`src/eiv_pkg.sv`:
```
// Purpose: constants and types for the pin request and vector block
// Assumes: 8-bit register port, 50 MHz system clock
// Notes: vector table bytes sit at the top 64 register addresses
//
// Behaviour
// - pin raises requests only while pin_function_enable is 1
// - synchronous logic samples the pin, edge-only or edge-and-level
// - in stop mode an enabled asserted pin wakes through async path
// - pullup on when enabled and pull_device_disable is 0, off at 1
// - pin event always sets flag; requests only if int enable set
// - flag sets on a deasserted-to-asserted pin transition
// - edge-and-level mode keeps flag set while the pin stays low
// - pin level is offered to branch_if_pin_high/low when enabled
// - sources other than the opcode, address and por resets forward a request only when their enable is 1
// - with mask clear: finish op, push five bytes, set mask, fetch
// - 32 two-byte vector entries, entry 0 on top, high byte first
// - lowest pending vector number wins
// - vector 0 is shared by all six reset sources
// - mode 0 falling edges only; mode 1 also while pin low
// - writing 1 to the ack bit clears the flag; ack reads 0
// - global mask is set after any reset
package eiv_pkg;
    // ***************************************************
    // register map
    // ***************************************************
    localparam logic [7:0] EIV_ADDR_CTRL = 8'h00;
    localparam logic [7:0] EIV_ADDR_GMASK = 8'h01;
    localparam logic [7:0] EIV_ADDR_PEND = 8'h02;
    localparam logic [7:0] EIV_ADDR_ISTAT = 8'h04;
    localparam logic [7:0] EIV_ADDR_IMASK = 8'h05;
    localparam logic [7:0] EIV_ADDR_VEC_BASE = 8'hC0;
    // ***************************************************
    // control register fields
    // ***************************************************
    localparam int EIV_BIT_MODE = 0;
    localparam int EIV_BIT_IE = 1;
    localparam int EIV_BIT_ACK = 2;
    localparam int EIV_BIT_FLAG = 3;
    localparam int EIV_BIT_PE = 4;
    localparam int EIV_BIT_PDD = 6;
    // interrupt status bits
    localparam int EIV_IST_PIN = 0;
    localparam int EIV_IST_WAKE = 1;
    localparam int EIV_IST_TAKEN = 2;
    localparam int EIV_IST_W = 3;
    // ***************************************************
    // vectors
    // ***************************************************
    localparam int EIV_NVEC = 32;
    localparam logic [4:0] EIV_VEC_RESET = 5'h00;
    localparam logic [4:0] EIV_VEC_PIN = 5'h02;
    localparam logic [31:0] EIV_VEC_USED = 32'h009F_F0EF;
    localparam logic [15:0] EIV_VEC_TOP = 16'hFFFE;
    localparam logic [2:0] EIV_PUSH_LAST = 3'h4;
    // reset values
    localparam logic EIV_RST_GMASK = 1'b1;
    localparam logic EIV_RST_PIN_PREV = 1'b1;
    typedef enum logic [1:0] {
        EIV_IDLE = 2'b00,
        EIV_PUSH = 2'b01,
        EIV_FETCH = 2'b10
    } eiv_seq_e;
endpackage

```
`src/eiv_top.sv`:
```
// Purpose: external pin request detection plus vector selection and entry
// Assumes: inputs synchronous to clock_in; pin is active low
// Notes: vector table is held in a small writable array
`timescale 1ns/1ps
module eiv_top (
    input wire logic clock_in,
    input wire logic rst_in,
    // register port
    input wire logic [7:0] addr_in,
    input wire logic [7:0] wdata_in,
    input wire logic wr_in,
    input wire logic rd_in,
    output logic [7:0] rdata_out,
    // request pin and stop mode
    input wire logic pin_n_in,
    input wire logic stop_mode_in,
    output logic wake_out,
    output logic pullup_enable_out,
    output logic branch_if_pin_high_out,
    output logic branch_if_pin_low_out,
    // other vector sources, one flag/enable pair each
    input wire logic [31:0] vec_flag_in,
    input wire logic [31:0] vec_enable_in,
    // reset sources sharing vector 0
    input wire logic [5:0] reset_src_in,
    input wire logic watchdog_enable_in,
    input wire logic low_voltage_reset_enable_in,
    input wire logic reset_pin_enable_in,
    // cpu side
    input wire logic cpu_instr_done_in,
    input wire logic [15:0] cpu_pc_in,
    input wire logic [7:0] cpu_x_in,
    input wire logic [7:0] cpu_a_in,
    input wire logic [7:0] cpu_ccr_in,
    output logic stack_push_out,
    output logic [7:0] stack_data_out,
    output logic vector_fetch_out,
    output logic [4:0] vector_num_out,
    output logic [15:0] handler_addr_out,
    output logic global_mask_out,
    output logic irq_out
);
    // ***************************************************
    // state
    // ***************************************************
    typedef struct packed {
        logic pe;
        logic mode;
        logic pdd;
        logic ie;
        logic flag;
        logic pin_prev;
        logic gmask;
        logic [eiv_pkg::EIV_IST_W-1:0] istat;
        logic [eiv_pkg::EIV_IST_W-1:0] imask;
        logic [7:0] rdata;
        eiv_pkg::eiv_seq_e seq;
        logic [2:0] step;
        logic [4:0] vnum;
        logic push;
        logic [7:0] sdata;
        logic fetch;
        logic [15:0] haddr;
    } eiv_state_s;

    eiv_state_s s_q;
    eiv_state_s s_d;
    logic [7:0] vec_mem [0:63];
    logic pin_low;
    logic edge_evt;
    logic level_evt;
    logic pin_evt;
    logic [31:0] req;
    logic req_any;
    logic [4:0] req_num;
    logic [5:0] rst_en;
    logic vec_wr;
    logic [5:0] vec_idx;
    logic [5:0] hi_idx;

    // ***************************************************
    // pin detection
    // ***************************************************
    assign pin_low = ~pin_n_in;
    // falling edge seen against the previous sample
    assign edge_evt = s_q.pe & s_q.pin_prev & pin_low;
    // mode 1 keeps raising events while the pin is low
    assign level_evt = s_q.pe & s_q.mode & pin_low;
    assign pin_evt = edge_evt | level_evt;

    // async path: no clock is needed when the system clocks are off
    assign wake_out = stop_mode_in & s_q.pe & pin_low;
    assign pullup_enable_out = s_q.pe & ~s_q.pdd;
    assign branch_if_pin_high_out = s_q.pe & pin_n_in;
    assign branch_if_pin_low_out = s_q.pe & pin_low;

    // ***************************************************
    // request collection and priority
    // ***************************************************
    // watchdog, low voltage, reset pin gated; opcode, address, por not
    assign rst_en = {3'h7, reset_pin_enable_in,
                     low_voltage_reset_enable_in, watchdog_enable_in};

    genvar gi;
    generate
        for (gi = 0; gi < eiv_pkg::EIV_NVEC; gi = gi + 1) begin : g_req
            if (gi == eiv_pkg::EIV_VEC_RESET) begin : g_rst
                // any enabled reset pair requests the shared slot
                assign req[gi] = |(reset_src_in & rst_en);
            end else if (gi == eiv_pkg::EIV_VEC_PIN) begin : g_pin
                assign req[gi] = s_q.flag & s_q.ie;
            end else if (eiv_pkg::EIV_VEC_USED[gi]) begin : g_src
                assign req[gi] = vec_flag_in[gi] & vec_enable_in[gi];
            end else begin : g_none
                assign req[gi] = 1'b0;
            end
        end
    endgenerate

    // scan from the top down so the lowest number is kept last
    always_comb begin
        req_num = 5'h00;
        for (int i = eiv_pkg::EIV_NVEC - 1; i >= 0; i--) begin
            if (req[i]) begin
                req_num = 5'(i);
            end
        end
    end
    assign req_any = |req;

    // entry 0 sits at the top: high byte of entry n at 62 - 2n
    assign hi_idx = 6'(62 - 2 * int'(s_q.vnum));

    // ***************************************************
    // vector table storage
    // ***************************************************
    assign vec_wr = wr_in & (addr_in >= eiv_pkg::EIV_ADDR_VEC_BASE);
    assign vec_idx = addr_in[5:0];

    // table is plain storage, not reset, loaded by software
    always_ff @(posedge clock_in) begin
        if (vec_wr) begin
            vec_mem[vec_idx] <= wdata_in;
        end
    end

    // ***************************************************
    // next state
    // ***************************************************
    always_comb begin
        logic ack_clr;
        logic [eiv_pkg::EIV_IST_W-1:0] ev;
        logic [eiv_pkg::EIV_IST_W-1:0] w1c;
        ack_clr = 1'b0;
        ev = '0;
        w1c = '0;
        s_d = s_q;
        s_d.push = 1'b0;
        s_d.fetch = 1'b0;
        s_d.pin_prev = pin_n_in;

        // register writes
        if (wr_in) begin
            case (addr_in)
                eiv_pkg::EIV_ADDR_CTRL: begin
                    s_d.mode = wdata_in[eiv_pkg::EIV_BIT_MODE];
                    s_d.ie = wdata_in[eiv_pkg::EIV_BIT_IE];
                    s_d.pe = wdata_in[eiv_pkg::EIV_BIT_PE];
                    s_d.pdd = wdata_in[eiv_pkg::EIV_BIT_PDD];
                    ack_clr = wdata_in[eiv_pkg::EIV_BIT_ACK];
                end
                eiv_pkg::EIV_ADDR_GMASK: begin
                    s_d.gmask = wdata_in[0];
                end
                eiv_pkg::EIV_ADDR_ISTAT: begin
                    w1c = wdata_in[eiv_pkg::EIV_IST_W-1:0];
                end
                eiv_pkg::EIV_ADDR_IMASK: begin
                    s_d.imask = wdata_in[eiv_pkg::EIV_IST_W-1:0];
                end
                default: begin
                end
            endcase
        end

        // a new event beats a clear in the same cycle
        s_d.flag = pin_evt | (s_q.flag & ~ack_clr);

        // entry sequencer
        case (s_q.seq)
            eiv_pkg::EIV_IDLE: begin
                // wait for an instruction boundary with the mask open
                if (req_any && !s_q.gmask && cpu_instr_done_in) begin
                    s_d.seq = eiv_pkg::EIV_PUSH;
                    s_d.vnum = req_num;
                    s_d.step = 3'h0;
                end
            end
            eiv_pkg::EIV_PUSH: begin
                // order: pc low, pc high, index, accumulator, codes
                s_d.push = 1'b1;
                case (s_q.step)
                    3'h0: s_d.sdata = cpu_pc_in[7:0];
                    3'h1: s_d.sdata = cpu_pc_in[15:8];
                    3'h2: s_d.sdata = cpu_x_in;
                    3'h3: s_d.sdata = cpu_a_in;
                    default: s_d.sdata = cpu_ccr_in;
                endcase
                s_d.step = s_q.step + 3'h1;
                if (s_q.step == eiv_pkg::EIV_PUSH_LAST) begin
                    s_d.gmask = 1'b1;
                    s_d.seq = eiv_pkg::EIV_FETCH;
                end
            end
            eiv_pkg::EIV_FETCH: begin
                s_d.fetch = 1'b1;
                s_d.haddr = {vec_mem[hi_idx], vec_mem[hi_idx + 6'h01]};
                ev[eiv_pkg::EIV_IST_TAKEN] = 1'b1;
                s_d.seq = eiv_pkg::EIV_IDLE;
            end
            default: begin
                s_d.seq = eiv_pkg::EIV_IDLE;
            end
        endcase

        // sticky status, set wins over write-one-to-clear
        ev[eiv_pkg::EIV_IST_PIN] = pin_evt;
        ev[eiv_pkg::EIV_IST_WAKE] = wake_out;
        s_d.istat = ev | (s_q.istat & ~w1c);

        // read data lands one cycle after the strobe
        s_d.rdata = 8'h00;
        if (rd_in) begin
            if (addr_in >= eiv_pkg::EIV_ADDR_VEC_BASE) begin
                s_d.rdata = vec_mem[vec_idx];
            end else begin
                case (addr_in)
                    eiv_pkg::EIV_ADDR_CTRL: begin
                        // ack and reserved bits read as zero
                        s_d.rdata[eiv_pkg::EIV_BIT_MODE] = s_q.mode;
                        s_d.rdata[eiv_pkg::EIV_BIT_IE] = s_q.ie;
                        s_d.rdata[eiv_pkg::EIV_BIT_FLAG] = s_q.flag;
                        s_d.rdata[eiv_pkg::EIV_BIT_PE] = s_q.pe;
                        s_d.rdata[eiv_pkg::EIV_BIT_PDD] = s_q.pdd;
                    end
                    eiv_pkg::EIV_ADDR_GMASK: s_d.rdata[0] = s_q.gmask;
                    eiv_pkg::EIV_ADDR_PEND: begin
                        s_d.rdata = {req_any, 2'b00, req_num};
                    end
                    eiv_pkg::EIV_ADDR_ISTAT: begin
                        s_d.rdata[eiv_pkg::EIV_IST_W-1:0] = s_q.istat;
                    end
                    eiv_pkg::EIV_ADDR_IMASK: begin
                        s_d.rdata[eiv_pkg::EIV_IST_W-1:0] = s_q.imask;
                    end
                    default: s_d.rdata = 8'h00;
                endcase
            end
        end
    end

    // ***************************************************
    // state register
    // ***************************************************
    always_ff @(posedge clock_in or posedge rst_in) begin
        if (rst_in) begin
            s_q <= '0;
            s_q.gmask <= eiv_pkg::EIV_RST_GMASK;
            s_q.pin_prev <= eiv_pkg::EIV_RST_PIN_PREV;
            s_q.seq <= eiv_pkg::EIV_IDLE;
        end else begin
            s_q <= s_d;
        end
    end

    // ***************************************************
    // outputs
    // ***************************************************
    assign rdata_out = s_q.rdata;
    assign stack_push_out = s_q.push;
    assign stack_data_out = s_q.sdata;
    assign vector_fetch_out = s_q.fetch;
    assign vector_num_out = s_q.vnum;
    assign handler_addr_out = s_q.haddr;
    assign global_mask_out = s_q.gmask;
    // level output, high while any unmasked status bit stands
    assign irq_out = |(s_q.istat & s_q.imask);
endmodule

```
`config.mk`:
```
export PLATFORM = sky130hd
export DESIGN_NAME = eiv_top
export DESIGN_NICKNAME = d
export VERILOG_FILES = /design/src/eiv_pkg.sv /design/src/eiv_top.sv
export SDC_FILE = /design/constraint.sdc
export NUM_CORES = 1
export LEC_CHECK = 0
export BUFFER_PORTS_ARGS = -buffer_cell sky130_fd_sc_hd__buf_2
export CELL_PAD_IN_SITES_DETAIL_PLACEMENT = 2
export CELL_PAD_IN_SITES_GLOBAL_PLACEMENT = 2
export CORE_ASPECT_RATIO = 1.5
export CORE_MARGIN = 1.5
export CORE_UTILIZATION = 40
export CTS_BUF_LIST = sky130_fd_sc_hd__clkbuf_4
export CTS_CLUSTER_SIZE = 10
export DETAILED_ROUTE_END_ITERATION = 12
export PLACE_DENSITY = 0.7
export SYNTH_ARGS = -nofsm -noshare
export SYNTH_HDL_FRONTEND = slang
export SYNTH_SLANG_ARGS = --single-unit
export TNS_END_PERCENT = 20
```
`constraint.sdc`:
```
create_clock -name clock_in -period 5.57 [get_ports clock_in]
set_clock_uncertainty 0.1 [all_clocks]
set_input_delay 0.557 -clock clock_in [delete_from_list [all_inputs] [get_ports clock_in]]
set_output_delay 0.557 -clock clock_in [all_outputs]
set_load 0.1 [all_outputs]
```
Word-level counts from Yosys, hierarchy flattened

Memory sizes are Yosys's and may differ from the RTL's.
Index checks and enable logic that the tools add are counted.
W data, S select, Z words.

Flip-flop bits (word level): 57
Bits in writable memories: 512
Input port bits: 136
Output and inout port bits: 45
Memories kept: 1

Add/sub/neg operators: 3
Order comparisons: 1
Equality and inequality tests: 12
Multiplexer cells: 43
Bitwise gates (word level): 37
Reductions and logical operators: 15

Memory list:

| name    | words | bits a word | rd ports | clocked after Yosys merged registers in | write ports | RTL line      | source |
|---|---|---|---|---|---|---|---|
| vec_mem | 64    | 8           | 3        | 0                                       | 1           | eiv_top.sv:68 | `logic [7:0] vec_mem [0:63];` |

Operators by type and width:

| kind                  | count |
|---|---|
| $mux W5               | 17 |
| $pmux W8 S4           | 1 |
| $and A1 B1 Y1         | 27 |
| $reduce_or A22 Y1     | 1 |
| $mux W17              | 1 |
| $eq A8 B3 Y1 const B  | 2 |
| $mux W8               | 2 |
| $mux W1               | 11 |
| $mux W10              | 1 |
| $reduce_and A2 Y1     | 5 |
| $mux W9               | 1 |
| $eq A8 B1 Y1 const B  | 1 |
| $eq A8 B2 Y1 const B  | 1 |
| $ge A8 B8 Y1 const B  | 1 |
| $logic_not A8 Y1      | 1 |
| $pmux W2 S2           | 2 |
| $add A6 B1 Y6 const B | 1 |
| $and A3 B3 Y3         | 2 |
| $and A6 B6 Y6         | 1 |
| $eq A3 B2 Y1 const B  | 2 |
| $mux W3               | 2 |
| $pmux W3 S2           | 1 |
| $reduce_or A6 Y1      | 1 |
| $sub A6 B6 Y6 const A | 1 |
| other kinds (20)      | 25 |

Logic depth before layout (Yosys ltp)

Gate-level depths: netlist of the first run.

Depth after elaboration: 21
Depth in mapped cells: 10

Least setup slack after synthesis of the first run

OpenSTA, ideal clock, no wires.

Path type: input-to-output
Start point: input port pin_n_in
End point: output port wake_out
Arrival: 2.882 ns
Path slack: 2.031 ns
Cell stages on the path: 2
Path buffers: 0
Cells stage by stage: nor2b_1 > and2_1

Word-level cells in the longest chain between the ends: 2

RTL lines:

| element       | RTL line      | source |
|---|---|---|
| from (decl)   | eiv_top.sv:15 | `input wire logic pin_n_in,` |
| $not A1 Y1    | eiv_top.sv:84 | `assign pin_low = ~pin_n_in;` |
| $and A1 B1 Y1 | eiv_top.sv:92 | `assign wake_out = stop_mode_in & s_q.pe & pin_low;` |
| to (decl)     | eiv_top.sv:17 | `output logic wake_out,` |

Every way passes these cells.

Worst setup path after layout of the first run

Start point: register s_q, in the netlist vector_num_out[0]
End point: register s_q, in the netlist handler_addr_out[1]

Word-level cells in the longest chain between the ends: 3

RTL lines:

| element        | RTL line       | source |
|---|---|---|
| from (decl)    | eiv_top.sv:66  | `eiv_state_s s_q;` |
| $sub A6 B6 Y6  | eiv_top.sv:132 | `assign hi_idx = 6'(62 - 2 * int'(s_q.vnum));` |
| $add A6 B1 Y6  | eiv_top.sv:217 | `s_d.haddr = {vec_mem[hi_idx], vec_mem[hi_idx + 6'h01]};` |
| $mem_v2 Z64 W8 | --             |  |

Every way passes these cells.
A chain may end at the register's enable or synchronous reset.

==> reports/results.tsv, run 1 <==
stage	metric	value	unit
status	status	complete, no violations	
logic_synthesis	Post-Synth Adder-Cell Area	0.231	%
logic_synthesis	most used flip-flop cell after synthesis	edfxtp_1	
worst_setup_path	max incr delay on CP	1.07	ns
logic_synthesis	synth warn	0	
worst_setup_path	RR Startpoint	vector_num_out[0]$_DFFE_PP0P_	
clock_network	CTS Sinks	569	
placement	number of port buffers	146	
logic_synthesis	Post-Syn Nets	1613	
power	Leak Pwr	10.1	nW
logic_synthesis	largest cells by area after synthesis	edfxtp_1 57%, mux4_2 23%, dfrtp_1 5.1%	
routing	drt pass-1 iters	5	
logic_synthesis	syn_area_per_cell	18.4	um2
global_route	largest net degree at the start of global routing	131	
logic_synthesis	commonest cells in the synthesized netlist	512 x edfxtp_1, 277 x mux4_2, 98 x nor2_1	
floorplan	Core Region	66900	um2
routing	number of remaining DRC errors	0	
worst_hold_path	hold depth	4	
logic_synthesis	ys async rst share	10.0	%
placement	Final HPWL DP	67000	um
clock_network	clk root buf	clkbuf_4	
worst_setup_path	R2R depth	5	
logic_synthesis	xor/xnor share of the synthesized area	0	%
worst_setup_path	Critical Path AT	4.10	ns
timing	Max Slew Vio Count	0	
worst_setup_path	worst-path cell chain	buf_12, mux4_2, mux4_2, mux2i_1, o21ai_0	
cells_and_area	# fillers	6212	
logic_synthesis	Yosys reg bits	569	
clock_network	CTS tree	built	
worst_hold_path	Hold Crit Class	input pin to flop	
worst_setup_path	flop2flop setup slack	2.10	ns
logic_synthesis	area share of the largest cell type after synthesis	56.7	%
cells_and_area	share of cells above drive strength 1	40.8	%
worst_setup_path	most frequent CP cell	mux4_2	
timing	Tcrit/Tclk final	62.4	%
placement	routability cong.	0.902	
worst_hold_path	end of the worst hold path	vector_num_out[1]$_DFFE_PP0P_	
clock_network	cts bufs inserted	136	
worst_setup_path	CP startpoint kind	flop	
timing	final hold vios	0	
global_route	total congestion overflow	0	
cells_and_area	Net count, final	1836	
clock_network	CTS Hold Bufs	27	
worst_setup_path	worst flop-to-flop path endpoint	handler_addr_out[1]$_DFFE_PP0P_	
worst_setup_path	Crit-path slowest cell	dfrtp_4	
logic_synthesis	fraction of the yosys area taken by sequential cells	62.0	%
timing	slew margin rel.	9.02	%
timing	maximum clock rate	288	MHz
clock_network	Clk Latency, worst-skew pair	0.95	ns
routing	Final Routed Wirelength	98000	um
timing	Final Critical Period	3.47	ns
logic_synthesis	most common cell in the netlist	edfxtp_1	
clock_network	CTS-repair resized insts	0	
routing	Routed wire per std cell	36.5	um
clock_network	Reg clk slew, reported paths	0.07	ns
logic_synthesis	top cell type by total area after synthesis	edfxtp_1	
worst_hold_path	hold path start	vec_enable_in[13]	
cells_and_area	P&R area growth vs syn	12.7	%
power	PwrDens	331	nW/um2
logic_synthesis	post-synthesis mux area share	26.8	%
floorplan	initial core utilization	40.5	%
floorplan	Die Span Y	322	um
logic_synthesis	Distinct cells, synth	61	
floorplan	die area	69300	um2
routing	vias	16700	
clock_network	clock buffer depth	3	
global_route	initial antenna violation count	1	
clock_network	Post-CTS Setup Bufs	0	
clock_network	H-tree levels	4	
floorplan	Horiz. Die Dim	216	um
logic_synthesis	EDFF count, synth	512	
worst_setup_path	critical path class	flop to flop	
timing	Fin Setup TNS	0	ns
flow_run	max_cap viols	0	
global_route	first-pass GRT wire length	139000	um
routing	drt initial violations	1490	
timing	Setup-failing EPs final	0	
floorplan	Ports	181	
worst_setup_path	crit end category	flop	
logic_synthesis	Mapped Area	27100	um2
worst_setup_path	crit-path max FO	40	
power	Tot Pwr	0.0101	W
floorplan	floorplan row count	116	
logic_synthesis	largest family of logic cells by synthesized area	multiplexers	
logic_synthesis	Mapped Cells	1472	
timing	Least-Margin Pin Slew	1.36	ns
worst_setup_path	Worst EP required	6.20	ns
logic_synthesis	simple logic cell fraction of the synthesized area	4.26	%
routing	Final ANT Viol Nets	0	
timing	RSZ-0062 raised after global routing	no	
timing	WHS	0.0833	ns
global_route	number of global-route vias before repair	18500	
global_route	GR Util All Layers	28.9	%
routing	number of vias per cell	6.23	
power	maximum VDD drop	0.000342	V
logic_synthesis	post-synthesis compound-gate area fraction	3.55	%
## kinds of logic (layout without fill, tap and decap cells)
group,after synthesis,after routing
AOI/OAI and AO/OA,143,143
adders and majority gates,5,5
buffers and inverters,151,476
DFF,569,569
muxes,352,352
other,0,1
and+or+nand+nor,252,252
## sequential cells by signal, summed over array words and instances (netlist names)
register and count:
global_mask_out 1, vec_mem 512, handler_addr_out 16, vector_num_out 5, stack_data_out 8, rdata_out 8, stack_push_out 1, vector_fetch_out 1
s_q 17
## per-stage QoR
stage | instances | cell area, um2 | util (%) | setup WS [ns]
floorplan | 1472 | 27100 | - | 2.03
global placement | 2415 | 28600 | 42.7 | 1.77
detailed placement | 2415 | 28600 | 42.7 | 1.69
CTS | 2682 | 30500 | 45.6 | 2.09
global route | 2683 | 30500 | 45.6 | 1.92
finish | 2683 | 30500 | 45.6 | 2.10
## critical path: cells and delay by family, from the launching register on
kind                   cells  cell delay (ns)
muxes                      3             1.49
DFF                        1             1.07
AOI/OAI and AO/OA          1             0.14
buffers and inverters      1             0.36
## final cells by class
class / count / area (um2) / area share (%)
Tap cell: 885 / 1110 / 3.63
Clock buffer: 192 / 1440 / 4.72
Inverter: 9 / 33.8 / 0.111
Clock inverter: 48 / 223 / 0.729
Antenna cell: 1 / 2.50 / 0.00820
Sequential cell: 569 / 16800 / 55.1
Timing Repair Buffer: 227 / 1470 / 4.82
Multi-Input combinational cell: 752 / 9440 / 30.9
## power breakdown
| part | leakage [nW] | total (W) | internal (W) | switching, W |
|---|---|---|---|---|
| sequential | 5.31 | 0.00490 | 0.00478 | 0.000122 |
| combinational | 3.77 | 0.00176 | 0.000412 | 0.00135 |
| clock | 1.01 | 0.00344 | 0.00164 | 0.00179 |
| total | 10.1 | 0.0101 | 0.00683 | 0.00327 |
## cells in the final DEF (no fill, tap or decap), drive strengths merged, types with 23 or more instances in the layout
cell / instances
a21oi: 26
nor2: 98
buf: 200
edfxtp: 512
o21ai: 39
nor3: 23
clkinv: 41
mux2: 29
nand2: 64
mux2i: 32
dlygate4sd3: 27
mux4: 291
clkbuf: 192
dfrtp: 55
## per-layer routing
| layer | up-vias | GRT usage, % | part of all wire [%] |
|---|---|---|---|
| met1 | 8907 | 31.4 | 34 |
| met3 | 243 | 4.32 | 5.8 |
| met2 | 884 | 50.4 | 52 |
| met4 | 0 | 22.7 | 8.4 |
| li1 | 6687 | - | - |
| met5 | - | 0 | 0 |
## worst max-delay path by stage
stage,cells after the start,to,slack (ns),from
2_1_floorplan,2,wake_out,2.03,pin_n_in
3_3_place_gp,7,rdata_out[3]$_DFF_PP0_,1.77,addr_in[1]
3_5_place_dp,7,rdata_out[3]$_DFF_PP0_,1.69,addr_in[1]
4_1_cts,5,handler_addr_out[1]$_DFFE_PP0P_,2.09,vector_num_out[0]$_DFFE_PP0P_
5_1_grt,5,handler_addr_out[1]$_DFFE_PP0P_,1.92,vector_num_out[0]$_DFFE_PP0P_
6_report,5,handler_addr_out[1]$_DFFE_PP0P_,2.10,vector_num_out[0]$_DFFE_PP0P_
Power figures use the tool's default switching activity.
==> inputs of run 2 (changes only) <==
==> constraint.sdc (replaced) <==
create_clock -name clock_in -period 3.6 [get_ports clock_in]
set_clock_uncertainty 0.1 [all_clocks]
set_input_delay 0.36 -clock clock_in [delete_from_list [all_inputs] [get_ports clock_in]]
set_output_delay 0.36 -clock clock_in [all_outputs]
set_load 0.1 [all_outputs]
==> reports/results.tsv, run 2 (synthesized netlist as in run 1, its figures left out) <==
stage	metric	value	unit
cells_and_area	Top reg by flops	vec_mem	
timing	final hold vios	0	
routing	drt pass-1 iters	6	
cells_and_area	post-layout util	47.2	%
routing	vias	17200	
worst_setup_path	Worst EP required	4.32	ns
timing	Final Critical Period	3.23	ns
cells_and_area	commonest non-fill, non-tap cells in the layout	512 x edfxtp_1, 277 x mux4_2, 202 x clkbuf_4	
cells_and_area	non-filler cells, final	2790	
worst_setup_path	crit-path max FO	12	
floorplan	Die Span Y	322	um
timing	Fin Setup TNS	0	ns
clock_network	cts bufs inserted	138	
cells_and_area	share of cells above drive strength 1	43.3	%
floorplan	die area	69300	um2
global_route	total congestion overflow	0	
cells_and_area	max reg flops	512	
global_route	GR Util All Layers	29.4	%
global_route	number of global-route vias before repair	19100	
cells_and_area	Net count, final	1939	
floorplan	Core Region	66900	um2
cells_and_area	P&R area growth vs syn	16.5	%
floorplan	initial core utilization	40.5	%
global_route	first-pass GRT wire length	141000	um
worst_setup_path	crit end category	flop	
timing	Setup-failing EPs final	0	
timing	slew margin rel.	10.5	%
floorplan	Ports	181	
routing	Final Routed Wirelength	99900	um
routing	Final ANT Viol Nets	0	
clock_network	Post-CTS Setup Bufs	0	
routing	number of remaining DRC errors	0	
flow_run	max_cap viols	0	
global_route	largest net degree at the start of global routing	66	
placement	Final HPWL DP	70800	um
worst_hold_path	Hold Crit Class	input pin to flop	
timing	Tcrit/Tclk final	89.7	%
worst_setup_path	Critical Path AT	3.95	ns
routing	Routed wire per std cell	35.8	um
power	Leak Pwr	10.7	nW
clock_network	clock buffer depth	3	
clock_network	Clk Latency, worst-skew pair	0.96	ns
clock_network	CTS Sinks	569	
power	maximum VDD drop	0.000475	V
clock_network	CTS tree	built	
routing	number of vias per cell	6.18	
timing	RSZ-0062 raised after global routing	no	
clock_network	Reg clk slew, reported paths	0.07	ns
timing	maximum clock rate	310	MHz
cells_and_area	commonest non-fill, non-tap cell in the layout	edfxtp_1	
floorplan	floorplan row count	116	
placement	cell total after placement	2500	
timing	Max Slew Vio Count	0	
placement	routability cong.	0.904	
worst_setup_path	critical path class	input pin to flop	
power	PwrDens	509	nW/um2
timing	Least-Margin Pin Slew	1.34	ns
worst_setup_path	CP startpoint kind	input pin	
placement	number of port buffers	146	
global_route	initial antenna violation count	4	
clock_network	clk root buf	clkbuf_4	
clock_network	H-tree levels	4	
status	status	complete, no violations	
floorplan	Horiz. Die Dim	216	um
routing	drt initial violations	1550	
## run 2: timing repair
action | 4_1_cts | 5_1_grt
hold buffers | 43 | 0
gates resized for setup | 0 | 4
endpoints found under the setup margin | 0 | 1
hold endpoints to repair | 118 | 0
## run 2: area by class of cell
class / count / area [um2]
repair buffers: 328 / 2330
clock inverters: 42 / 297
multi-input cells: 752 / 9450
clock buffers: 202 / 1520
inverters: 9 / 33.8
fillers: 6169 / 35300
diodes: 3 / 7.51
well taps: 885 / 1110
flip-flops and latches: 569 / 16800
## run 2: stage by stage
step	instance area (um2)	setup slack [ns]	hold slack, ns	power [W]
6_report	31600	0.372	0.0671	0.0161
5_1_grt	31600	0.256	0.0656	0.0166
3_5_place_dp	29300	0.396	0.373	0.0105
3_3_place_gp	29300	0.482	0.362	0.0104
2_1_floorplan	27100	0.435	0.264	0.00985
4_1_cts	31500	0.00584	0.0257	0.0162
## run 2: power by group
group / switching, W / leakage, nW / internal, W / total [W]
Sequential: 0.000142 / 5.31 / 0.00740 / 0.00754
Clock: 0.00273 / 1.08 / 0.00293 / 0.00567
Combinational: 0.00217 / 4.30 / 0.000692 / 0.00286
## run 2: per-layer routing
| metal | wire, um | up-vias | global-route usage (%) |
|---|---|---|---|
| met5 | 0 | - | 0 |
| met3 | 5130 | 282 | 4.83 |
| met1 | 33800 | 9244 | 30.9 |
| met4 | 9180 | 0 | 24.6 |
| met2 | 51800 | 818 | 51.4 |
| li1 | - | 6900 | - |
## run 2: path summary, 6_finish.rpt
check	from	to	slack (ns)	cells after the start
setup / recovery	addr_in[3]	s_q[48]$_DFF_PP0_	0.37	11
hold / removal	wdata_in[7]	vec_mem[0][7]$_DFFE_PP_	0.07	1
setup reg to reg	vec_mem[0][3]$_DFFE_PP_	rdata_out[3]$_DFF_PP0_	0.55	6
hold reg to reg	handler_addr_out[2]$_DFFE_PP0P_	handler_addr_out[2]$_DFFE_PP0P_	0.38	2
max in group asynchronous	rst_in	handler_addr_out[8]$_DFFE_PP0P_	1.98	5
min in group asynchronous	rst_in	s_q[48]$_DFF_PP0_	0.54	4
## run 2: critical path, stage by stage
cell           delay, ns
dlygate4sd3_1       0.54
buf_2               0.20
buf_4               0.19
or3_4               0.52
nor3_4              0.21
dlygate4sd3_1       0.72
nand3_1             0.15
nor3_2              0.21
nand2_1             0.09
a21o_1              0.21
dlygate4sd3_1       0.54
